$ cat src/shared/sdoc_pkg.sv
// How it works
// - word bit 15 enables its whole bank
// - disabled bank outputs sit at code zero
// - disabled bank clears its eight data registers
// - sequencer restarts on re-enable, then rewrites every channel
// - low twelve bits are unsigned code 0..4095
// - code zero bottom, 4095 full scale, linear
// - controller converts bcd values to binary
// - select bits binary: zero first, seven eighth
// - at most one channel per bank per scan
// - bank enables act independently of each other
// - sequencer sends same select in both words
// - sequencer starts and restarts at first channels
// - data writes never disturb enable; manual words also carry select
// - select in bits 12..14, lower word channels 1..8
// - link carries two 16-bit words, 16 channels
`default_nettype none
package sdoc_pkg;

    localparam int WORD_W = 16;
    localparam int DATA_W = 12;
    localparam int SEL_LSB = 12;
    localparam int SEL_W = 3;
    localparam int EN_BIT = 15;
    localparam int BANKS = 2;
    localparam int CH_PER_BANK = 8;
    localparam int CHANNELS = 16;

    typedef logic [DATA_W-1:0] sdoc_code_t;
    typedef logic [WORD_W-1:0] sdoc_word_t;
    typedef logic [SEL_W-1:0] sdoc_sel_t;

    localparam sdoc_code_t CODE_ZERO = 12'h000;
    localparam sdoc_code_t CODE_FULL = 12'hfff;
    localparam sdoc_word_t WORD_RESET = 16'h0000;

    // controller register map, byte addresses on apb
    localparam int ADDR_W = 12;
    localparam logic [11:0] REG_CTRL = 12'h000;
    localparam logic [11:0] REG_STATUS = 12'h004;
    localparam logic [11:0] REG_MAN_LO = 12'h008;
    localparam logic [11:0] REG_MAN_HI = 12'h00c;
    localparam logic [5:0] TABLE_PAGE = 6'h01;
    localparam int TABLE_IDX_LSB = 2;
    localparam int TABLE_PAGE_LSB = 6;

    localparam int CTRL_AUTO = 0;
    localparam int CTRL_EN_LO = 1;
    localparam int CTRL_EN_HI = 2;
    localparam int CTRL_BCD = 3;
    localparam int CTRL_SEND = 4;
    localparam int CTRL_W = 4;
    localparam logic [3:0] CTRL_RESET = 4'h0;
    localparam int STAT_PEND = 4;
    localparam int STAT_EN_LSB = 8;
    localparam logic [31:0] RD_ZERO = 32'h0000_0000;

    localparam int CLK_PERIOD_NS = 40;
    localparam int SCAN_TIME_NS = 10000;
    localparam int SCAN_CYCLES = SCAN_TIME_NS / CLK_PERIOD_NS;

    function automatic sdoc_code_t word_code(input sdoc_word_t w);
        return w[DATA_W-1:0];
    endfunction

    function automatic sdoc_sel_t word_sel(input sdoc_word_t w);
        return w[SEL_LSB+SEL_W-1:SEL_LSB];
    endfunction

    function automatic sdoc_word_t make_word(input logic en,
                                             input sdoc_sel_t sel,
                                             input sdoc_code_t code);
        return {en, sel, code};
    endfunction

    // three bcd digits, 0..999; invalid digits are not trapped
    function automatic sdoc_code_t bcd_to_bin(input sdoc_code_t b);
        int v;
        v = 100 * int'(b[11:8]) + 10 * int'(b[7:4]) + int'(b[3:0]);
        return sdoc_code_t'(v);
    endfunction

endpackage
`default_nettype wire

$ cat src/shared/sdoc_link_if.sv
`timescale 1ns/10ps
`default_nettype none
interface sdoc_link_if;
    logic [15:0] word_lo;
    logic [15:0] word_hi;
    logic word_strobe;
    modport dac_end (
        input word_lo,
        input word_hi,
        input word_strobe
    );
    modport ctrl_end (
        output word_lo,
        output word_hi,
        output word_strobe
    );
endinterface
`default_nettype wire

$ cat src/verilog/sdoc_ctrl_end.sv
`timescale 1ns/10ps
`default_nettype none
module sdoc_ctrl_end #(
    parameter int SCAN_CYC = sdoc_pkg::SCAN_CYCLES
) (
    // clock, reset, enable
    input wire logic pclk,
    input wire logic presetn,
    input wire logic ce,
    // apb slave
    input wire logic psel,
    input wire logic penable,
    input wire logic pwrite,
    input wire logic [sdoc_pkg::ADDR_W-1:0] paddr,
    input wire logic [31:0] pwdata,
    output logic [31:0] prdata,
    output logic pready,
    output logic pslverr,
    // link to the converter
    sdoc_link_if.ctrl_end link
);
    import sdoc_pkg::*;

    logic [CTRL_W-1:0] ctrl_reg;
    logic [14:0] man_lo_reg;
    logic [14:0] man_hi_reg;
    sdoc_code_t table_mem [CHANNELS];
    logic pend_reg;
    sdoc_sel_t idx_reg;
    logic [15:0] timer_reg;
    sdoc_word_t lo_reg;
    sdoc_word_t hi_reg;
    logic strobe_reg;
    logic [31:0] prdata_reg;
    logic pready_reg;
    logic pslverr_reg;

    wire setup = psel && !penable;
    wire wr = psel && penable && pwrite;
    wire hit_ctrl = paddr == REG_CTRL;
    wire hit_stat = paddr == REG_STATUS;
    wire hit_mlo = paddr == REG_MAN_LO;
    wire hit_mhi = paddr == REG_MAN_HI;
    wire hit_tab = paddr[ADDR_W-1:TABLE_PAGE_LSB] == TABLE_PAGE &&
                   paddr[1:0] == 2'h0;
    wire [3:0] tab_idx = paddr[TABLE_PAGE_LSB-1:TABLE_IDX_LSB];
    wire mapped = hit_ctrl || hit_stat || hit_mlo || hit_mhi || hit_tab;

    wire en_lo = ctrl_reg[CTRL_EN_LO];
    wire en_hi = ctrl_reg[CTRL_EN_HI];
    wire auto_on = ctrl_reg[CTRL_AUTO];
    wire bcd_on = ctrl_reg[CTRL_BCD];
    wire wr_ctrl = wr && hit_ctrl;
    // re-enabling a bank restarts the pass so every channel is rewritten
    wire en_rise = wr_ctrl &&
                   ((pwdata[CTRL_EN_LO] && !en_lo) ||
                    (pwdata[CTRL_EN_HI] && !en_hi));
    wire restart = !auto_on || en_rise;
    wire tick = timer_reg == 16'h0000;
    wire issue = tick && (auto_on || pend_reg);
    wire set_pend = wr_ctrl && pwdata[CTRL_SEND];

    wire [31:0] rd_mux =
        hit_ctrl ? {28'h0, ctrl_reg} :
        hit_stat ? {22'h0, en_hi, en_lo, 3'h0, pend_reg, 1'b0, idx_reg} :
        hit_mlo ? {17'h0, man_lo_reg} :
        hit_mhi ? {17'h0, man_hi_reg} :
        hit_tab ? {20'h0, table_mem[tab_idx]} : RD_ZERO;

    // table or manual data, optionally bcd, reduced to the twelve data bits
    sdoc_code_t raw_lo;
    sdoc_code_t raw_hi;
    sdoc_code_t code_lo;
    sdoc_code_t code_hi;
    sdoc_sel_t sel_lo;
    sdoc_sel_t sel_hi;
    assign raw_lo = auto_on ? table_mem[{1'b0, idx_reg}]
                            : man_lo_reg[DATA_W-1:0];
    assign raw_hi = auto_on ? table_mem[{1'b1, idx_reg}]
                            : man_hi_reg[DATA_W-1:0];
    assign code_lo = bcd_on ? bcd_to_bin(raw_lo) : raw_lo;
    assign code_hi = bcd_on ? bcd_to_bin(raw_hi) : raw_hi;
    // same index in both words during a sequenced pass
    assign sel_lo = auto_on ? idx_reg : man_lo_reg[14:12];
    assign sel_hi = auto_on ? idx_reg : man_hi_reg[14:12];

    always_ff @(posedge pclk or negedge presetn) begin
        if (!presetn) begin
            ctrl_reg <= CTRL_RESET;
            man_lo_reg <= 15'h0000;
            man_hi_reg <= 15'h0000;
        end else if (ce && wr) begin
            if (hit_ctrl) ctrl_reg <= pwdata[CTRL_W-1:0];
            if (hit_mlo) man_lo_reg <= pwdata[14:0];
            if (hit_mhi) man_hi_reg <= pwdata[14:0];
        end
    end

    // no reset: table contents are software data
    always_ff @(posedge pclk) begin
        if (ce && wr && hit_tab) begin
            table_mem[tab_idx] <= pwdata[DATA_W-1:0];
        end
    end

    always_ff @(posedge pclk or negedge presetn) begin
        if (!presetn) begin
            prdata_reg <= RD_ZERO;
            pslverr_reg <= 1'b0;
            pready_reg <= 1'b0;
        end else if (ce) begin
            pready_reg <= 1'b1;
            if (setup) begin
                prdata_reg <= rd_mux;
                pslverr_reg <= !mapped;
            end
        end
    end

    always_ff @(posedge pclk or negedge presetn) begin
        if (!presetn) begin
            timer_reg <= 16'h0000;
            pend_reg <= 1'b0;
            idx_reg <= 3'h0;
        end else if (ce) begin
            timer_reg <= tick ? 16'(SCAN_CYC - 1) : timer_reg - 16'h0001;
            // a new send request wins over the one being issued
            pend_reg <= set_pend || (pend_reg && !(issue && !auto_on));
            if (restart) begin
                idx_reg <= 3'h0;
            end else if (issue) begin
                idx_reg <= idx_reg + 3'h1;
            end
        end
    end

    always_ff @(posedge pclk or negedge presetn) begin
        if (!presetn) begin
            lo_reg <= WORD_RESET;
            hi_reg <= WORD_RESET;
            strobe_reg <= 1'b0;
        end else if (ce) begin
            strobe_reg <= issue;
            if (issue) begin
                // enable comes from control, never from data; select from idx_reg or the manual word
                lo_reg <= make_word(en_lo, sel_lo, code_lo);
                hi_reg <= make_word(en_hi, sel_hi, code_hi);
            end
        end
    end

    assign prdata = prdata_reg;
    assign pready = pready_reg;
    assign pslverr = pslverr_reg;
    assign link.word_lo = lo_reg;
    assign link.word_hi = hi_reg;
    assign link.word_strobe = strobe_reg;

endmodule
`default_nettype wire

$ cat src/flat_wrapper.sv
// flat-port wrapper written by rule: the top's interface ports become plain ports
module sdoc_ctrl_end_flat import sdoc_pkg::*;
#(
    parameter int SCAN_CYC = sdoc_pkg::SCAN_CYCLES
)
  (pclk, presetn, ce, psel, penable, pwrite, paddr, pwdata, prdata, pready, pslverr, link_word_lo, link_word_hi, link_word_strobe);
  sdoc_link_if link_i ();
  input wire logic pclk;
  input wire logic presetn;
  input wire logic ce;
  input wire logic psel;
  input wire logic penable;
  input wire logic pwrite;
  input wire logic [sdoc_pkg::ADDR_W-1:0] paddr;
  input wire logic [31:0] pwdata;
  output logic [31:0] prdata;
  output logic pready;
  output logic pslverr;
  output wire logic [$bits(link_i.word_lo)-1:0] link_word_lo;
  output wire logic [$bits(link_i.word_hi)-1:0] link_word_hi;
  output wire logic [$bits(link_i.word_strobe)-1:0] link_word_strobe;
  assign link_word_lo = link_i.word_lo;
  assign link_word_hi = link_i.word_hi;
  assign link_word_strobe = link_i.word_strobe;
  sdoc_ctrl_end #(.SCAN_CYC(SCAN_CYC)) u_core (.pclk(pclk), .presetn(presetn), .ce(ce), .psel(psel), .penable(penable), .pwrite(pwrite), .paddr(paddr), .pwdata(pwdata), .prdata(prdata), .pready(pready), .pslverr(pslverr), .link(link_i));
endmodule
$ cat config.mk
export PLATFORM = sky130hd
export DESIGN_NAME = sdoc_ctrl_end_flat
export DESIGN_NICKNAME = d
export VERILOG_FILES = /design/src/shared/sdoc_pkg.sv /design/src/shared/sdoc_link_if.sv /design/src/verilog/sdoc_ctrl_end.sv /design/src/flat_wrapper.sv
export SDC_FILE = /design/constraint.sdc
export NUM_CORES = 1
export LEC_CHECK = 0
export ABC_AREA = 1
export BUFFER_PORTS_ARGS = -buffer_cell sky130_fd_sc_hd__buf_4
export CORE_MARGIN = 8
export CORE_UTILIZATION = 55
export CTS_BUF_LIST = sky130_fd_sc_hd__clkbuf_16
export DETAILED_ROUTE_END_ITERATION = 7
export PLACE_DENSITY = 0.74
export SLEW_MARGIN = 20
export SYNTH_ARGS = -nofsm -noshare
export SYNTH_HDL_FRONTEND = slang
export SYNTH_SLANG_ARGS = --single-unit
$ cat constraint.sdc
create_clock -name pclk -period 6 [get_ports pclk]
set_clock_uncertainty 0.1 [all_clocks]
set_input_delay 1.2 -clock pclk [delete_from_list [all_inputs] [get_ports pclk]]
set_output_delay 1.2 -clock pclk [all_outputs]
set_load 0.03 [all_outputs]
# == Word level (Yosys, flattened, before mapping) ==
# Memory sizes are Yosys's and may differ from the RTL's.
# Index checks and enable logic that the tools add are counted.
# classes
addsub,6
eq_ne,4
n_mul,4
reduce_logical,38
n_mux,16
# op_table
operator,n
32-bit 2-to-1 mux,4
12-bit 2-to-1 mux,5
12-bit adder,2
12-bit by 5-bit adder with 12-bit output,2
"12-bit by 4-bit equality test with 1-bit output, second input constant",2
"5-bit by 4-bit multiplier with 9-bit output, first input constant",2
16-bit logical NOT,1
16-bit 2-to-1 mux,1
"16-bit by 1-bit subtractor with 16-bit output, second input constant",1
1-bit logical AND,14
"3-bit by 4-bit multiplier with 7-bit output, first input constant",2
"12-bit by 3-bit equality test with 1-bit output, second input constant",1
12-bit logical NOT,1
3-bit 2-to-1 mux,4
2-bit AND reduction,6
1-bit logical OR,8
"6-bit by 1-bit equality test with 1-bit output, second input constant",1
1-bit logical NOT,6
"3-bit by 1-bit adder with 3-bit output, second input constant",1
2-bit logical NOT,1
1-bit 2-to-1 mux,2
2-bit nonzero test,1
# totals
wordCells,81
output_inout_bits,67
regBits,121
n_memories,1
ram_bits,192
inputBits,50
# mem_list
memory,depth,word_bits,rd,rd_ports_with_merged_regs,wr,line_no,source
u_core.table_mem,16,12,3,0,1,sdoc_ctrl_end.sv:27,sdoc_code_t table_mem [CHANNELS];

# == Logic depth before layout (Yosys ltp) ==
# depth
depth_word,7
depth_mapped,27
mapped_depth_nobuf,24

# == Least setup slack after synthesis ==
# No wires, ideal clock.
# synth_path
kind,register to register
from,register u_core.idx_reg[1]
to,register u_core.lo_reg[10] (netlist: u_core.link.word_lo[10])
stages_incl_launch_ff,26
path_buffers,3
arrival_time_ns,3.711
setup_ns,0.117
slack_ns,2.072
cell_sequence,dfrtp_1 clkbuf_2 inv_1 buf_4 buf_1 o21ai_0 o22ai_1 nand2_1 o211ai_1 ha_1 ha_1 fa_1 xor2_1 ha_1 ha_1 nand2_1 nor3_1 nand2_1 nand2_1 nand2_1 nand2_1 nand2_1 nand2_1 nand3_1 nand3_1 nand2_1
# synth_via
elab_chain_cells,6
word_cells_on_any_way,7
# synth_rtl
item,line_no,source
start: declaration,sdoc_ctrl_end.sv:29,sdoc_sel_t idx_reg;
start signal: assignment,sdoc_ctrl_end.sv:132,idx_reg <= idx_reg + 3'h1;
memory 16 x 12 bit (*),--,
12-bit 2-to-1 mux (*),sdoc_ctrl_end.sv:77,"assign raw_lo = auto_on ? table_mem[{1'b0, idx_reg}]"
5-bit by 4-bit multiplier with 9-bit output or 3-bit by 4-bit multiplier with 7-bit output (tied branches),sdoc_pkg.sv:79,v = 100 * int'(b[11:8]) + 10 * int'(b[7:4]) + int'(b[3:0]);
12-bit adder,sdoc_pkg.sv:79,
12-bit by 5-bit adder with 12-bit output,sdoc_pkg.sv:79,
12-bit 2-to-1 mux (*),sdoc_ctrl_end.sv:81,assign code_lo = bcd_on ? bcd_to_bin(raw_lo) : raw_lo;
end signal: assignment,sdoc_ctrl_end.sv:146,"lo_reg <= make_word(en_lo, sel_lo, code_lo);"
end: declaration,sdoc_ctrl_end.sv:31,sdoc_word_t lo_reg;
# Every way passes the cells marked *; elsewhere a longest branch is shown, timed or not.
# A chain may end at the register's enable or synchronous reset.

# == Final worst setup path ==
# layout_path
from,register u_core.idx_reg[0]
to,register u_core.hi_reg[9] (netlist: u_core.link.word_hi[9])
# layout_via
elab_chain_cells,6
word_cells_on_any_way,7
# layout_rtl
item,line_no,source
memory 16 x 12 bit (*),--,
12-bit 2-to-1 mux (*),sdoc_ctrl_end.sv:79,"assign raw_hi = auto_on ? table_mem[{1'b1, idx_reg}]"
5-bit by 4-bit multiplier with 9-bit output or 3-bit by 4-bit multiplier with 7-bit output (tied branches),sdoc_pkg.sv:79,
12-bit adder,sdoc_pkg.sv:79,
12-bit by 5-bit adder with 12-bit output,sdoc_pkg.sv:79,
12-bit 2-to-1 mux (*),sdoc_ctrl_end.sv:82,assign code_hi = bcd_on ? bcd_to_bin(raw_hi) : raw_hi;
end signal: assignment,sdoc_ctrl_end.sv:147,"hi_reg <= make_word(en_hi, sel_hi, code_hi);"
end: declaration,sdoc_ctrl_end.sv:32,sdoc_word_t hi_reg;
# Marked as above.

==> impl_metrics.py <==
metrics = {
    "critical_path": {
        "required_ns": 6.29,
        "critPathMostFrequentCell": "ha_1",
        "path_max_fanout": 44,
        "cp-startpoint": "u_core.idx_reg[0]$_DFFE_PN0P_",
        "cpPeakStageDelay_ns": 0.58,
        "timing.rr.start": "u_core.idx_reg[0]$_DFFE_PN0P_",
        "crit_path_cell_trace": "inv_2, buf_4, o21ai_0, o22ai_1, nand2_1, nand3_1, ha_1, ha_1, fa_1, xor2_1, ha_1, ha_1, a21o_1, nor2_1, o21ai_0, nand2_1, nand3_1, nand3_1, nand2_1",
        "crit_slowest_cell": "inv_2",
        "cp.arrival_ns": 5.14,
        "start_kind": "register",
        "critPathKind": "register to register",
        "worstSetupEndpointType": "register",
    },
    "synth": {
        "synth-async-reset-ratio_pct": 35.1,
        "ys_types": 45,
        "syn_area_per_cell_um2": 9.02,
        "synth-edff-count": 192,
        "syn_inst": 1737,
        "seq_area_frac_synth_pct": 53.4,
        "ys_ff_latch": 296,
        "synth_area_mm2": 0.0157,
        "ys_warn_count": 0,
        "ys.flop_type": "edfxtp_1",
    },
    "floorplan": {
        "ios": 117,
        "start_util_pct": 56.1,
        "coreArea_mm2": 0.0279,
        "num_rows": 61,
        "fp.dieH_um": 185,
        "die-width_um": 185,
        "fp.dieArea_mm2": 0.0341,
    },
    "sta": {
        "clock.fmax_mhz": 206,
        "tightest_slew_ns": 1.03,
        "fin_crit_ns": 4.85,
        "rsz0062_at_grt": "false",
        "final.period_utilization_pct": 80.8,
        "setup_viol": 0,
        "tns_ns": 0,
        "finalMaxSlewViolations": 0,
        "slew_headroom_pct": 30.8,
        "finalHoldViolations": 0,
    },
    "clock_tree": {
        "clockRootBuffer": "clkbuf_16",
        "cts-buffers-inserted": 34,
        "ctsHtreeMaxLevel": 2,
        "clk_pin_slew_ns": 0.06,
        "hold_buffers": 0,
        "clkLatencyLatePin_ns": 0.52,
        "cts_resized": 0,
        "clock-sinks": 296,
        "post_cts_buffers": 0,
        "clock_path_buffers": 3,
        "cts_tree": "done",
    },
    "drt": {
        "vias": 13048,
        "dr.pass1.iters": 8,
        "ant_nets": 0,
        "wl_per_cell_um": 19.4,
        "drtIter0Drc": 1756,
        "wl_um": 42900,
        "drc_errors": 0,
        "vias_per_cell": 5.90,
    },
    "final_layout": {
        "stdcell_count": 2213,
        "finish.utilization_pct": 63.4,
        "area_delta_synth_final_pct": 13.1,
        "layout_common_cells": "nand2_1 (457), edfxtp_1 (192), nor2_1 (156)",
        "layout_commonest_cell": "nand2_1",
        "nNetsFinal": 1923,
        "regMostFlops": "u_core.table_mem",
        "n_antenna_cell": 0,
        "drive_gt1_share_pct": 11.2,
        "largest_reg_flops": 192,
    },
    "global_route": {
        "grt_max_degree": 70,
        "grt_first_pass_wirelength_um": 66900,
        "globalRouteTotalUtil_pct": 24.8,
        "grt.overflow.total": 0,
        "first_global_vias": 12387,
        "grt_antenna_before_repair": 0,
    },
    "outcome": {
        "status": "complete, no violations",
    },
    "placement": {
        "dpl.hpwl_um": 28800,
        "placement.io_buffers": 82,
        "placedCellCount": 2152,
        "gp_congestion": 0.887,
    },
    "pwr": {
        "p_per_area_mw_per_mm2": 260,
        "leakagePower_nw": 7.99,
        "peakVddDrop_mv": 0.158,
    },
    "worst_hold_path": {
        "worstHoldStart": "u_core.pready$_DFFE_PN0P_",
        "hold_class": "register to register",
    },
    "flow_run": {
        "drv_cap": 0,
    },
}
## synthesized netlist by cell type (11+ instances only)
cell      count  share of area (%)
a21oi_1      95                3.0
a22oi_1      67                3.2
buf_2        23               0.73
buf_4        24                1.2
clkbuf_1     49                1.2
dfrtp_1     104                 17
edfxtp_1    192                 37
ha_1         53                4.2
inv_1       120                2.9
nand2_1     457                 11
nand3_1      65                2.1
nand4_1      11               0.44
nor2_1      158                3.8
o21ai_0     142                4.5
o21ai_1      29               0.93
o22ai_1      35                1.4
## cell type report
cell class | count | area, µm²
fill | 2233 | 10200
timing repair buffer | 123 | 923
tap | 378 | 473
sequential | 296 | 8370
inverter | 131 | 492
clock buffer | 34 | 851
clock inverter | 27 | 260
multi-input combinational | 1224 | 6340
## kinds of logic (layout without fill, tap and decap cells)
group                    Yosys count  count (layout)  share of synthesized area, %
adder cells (fa/ha/maj)           63              63                          5.51
XOR/XNOR                          13              13                         0.727
AO/OA/AOI/OAI                    397             397                          14.6
flip-flops                       296             296                          53.4
other                              1              17                        0.0239
buffers and inverters            233             315                          6.50
AND/OR/NAND/NOR                  734             734                          19.2
## worst max-delay path, delay by kind of cell (launching register included)
family,cells,cell delay (ns)
and+or+nand+nor,7,0.92
xor gates and xnor gates,1,0.17
DFF,1,0.43
AOI/OAI and AO/OA,4,0.60
adders and majority gates,5,1.59
buffers and inverters,2,0.91
## through the flow
stage	hold WS, ns	area, µm²	power, mW	setup slack [ns]
6_report	0.361	17700	4.61	1.15
3_3_place_gp	0.356	16600	2.58	1.35
4_1_cts	0.368	17700	4.62	1.19
3_5_place_dp	0.356	16600	2.59	1.23
5_1_grt	0.395	17700	4.75	0.910
2_1_floorplan	0.353	15700	2.48	2.07
## path summary, 6_finish.rpt
check / to / slack, ns / cells after the start
setup / recovery: u_core.link.word_hi[9]$_DFFE_PN0P_ / 1.15 / 19
hold / removal: u_core.pready$_DFFE_PN0P_ / 0.36 / 1
setup reg to reg: u_core.link.word_hi[9]$_DFFE_PN0P_ / 1.15 / 19
hold reg to reg: u_core.pready$_DFFE_PN0P_ / 0.36 / 1
max in group asynchronous: u_core.link.word_lo[8]$_DFFE_PN0P_ / 4.04 / 2
min in group asynchronous: u_core.timer_reg[7]$_DFFE_PN0P_ / 0.67 / 1
## report_power, final
part           internal, mW  total (mW)  switching [mW]
clock network          1.25        2.06           0.810
logic                0.0895       0.299           0.209
registers              2.22        2.25          0.0362
total                  3.55        4.61            1.06
## metal layers
| metal | GRT usage (%) | routed length [µm] | up-vias |
|---|---|---|---|
| li1 | - | - | 6050 |
| met1 | 33.3 | 17400 | 6084 |
| met3 | 5.10 | 4750 | 118 |
| met5 | 0 | 0 | - |
| met4 | 8.42 | 1260 | 0 |
| met2 | 39.7 | 19500 | 796 |
Power figures use the tool's default switching activity.
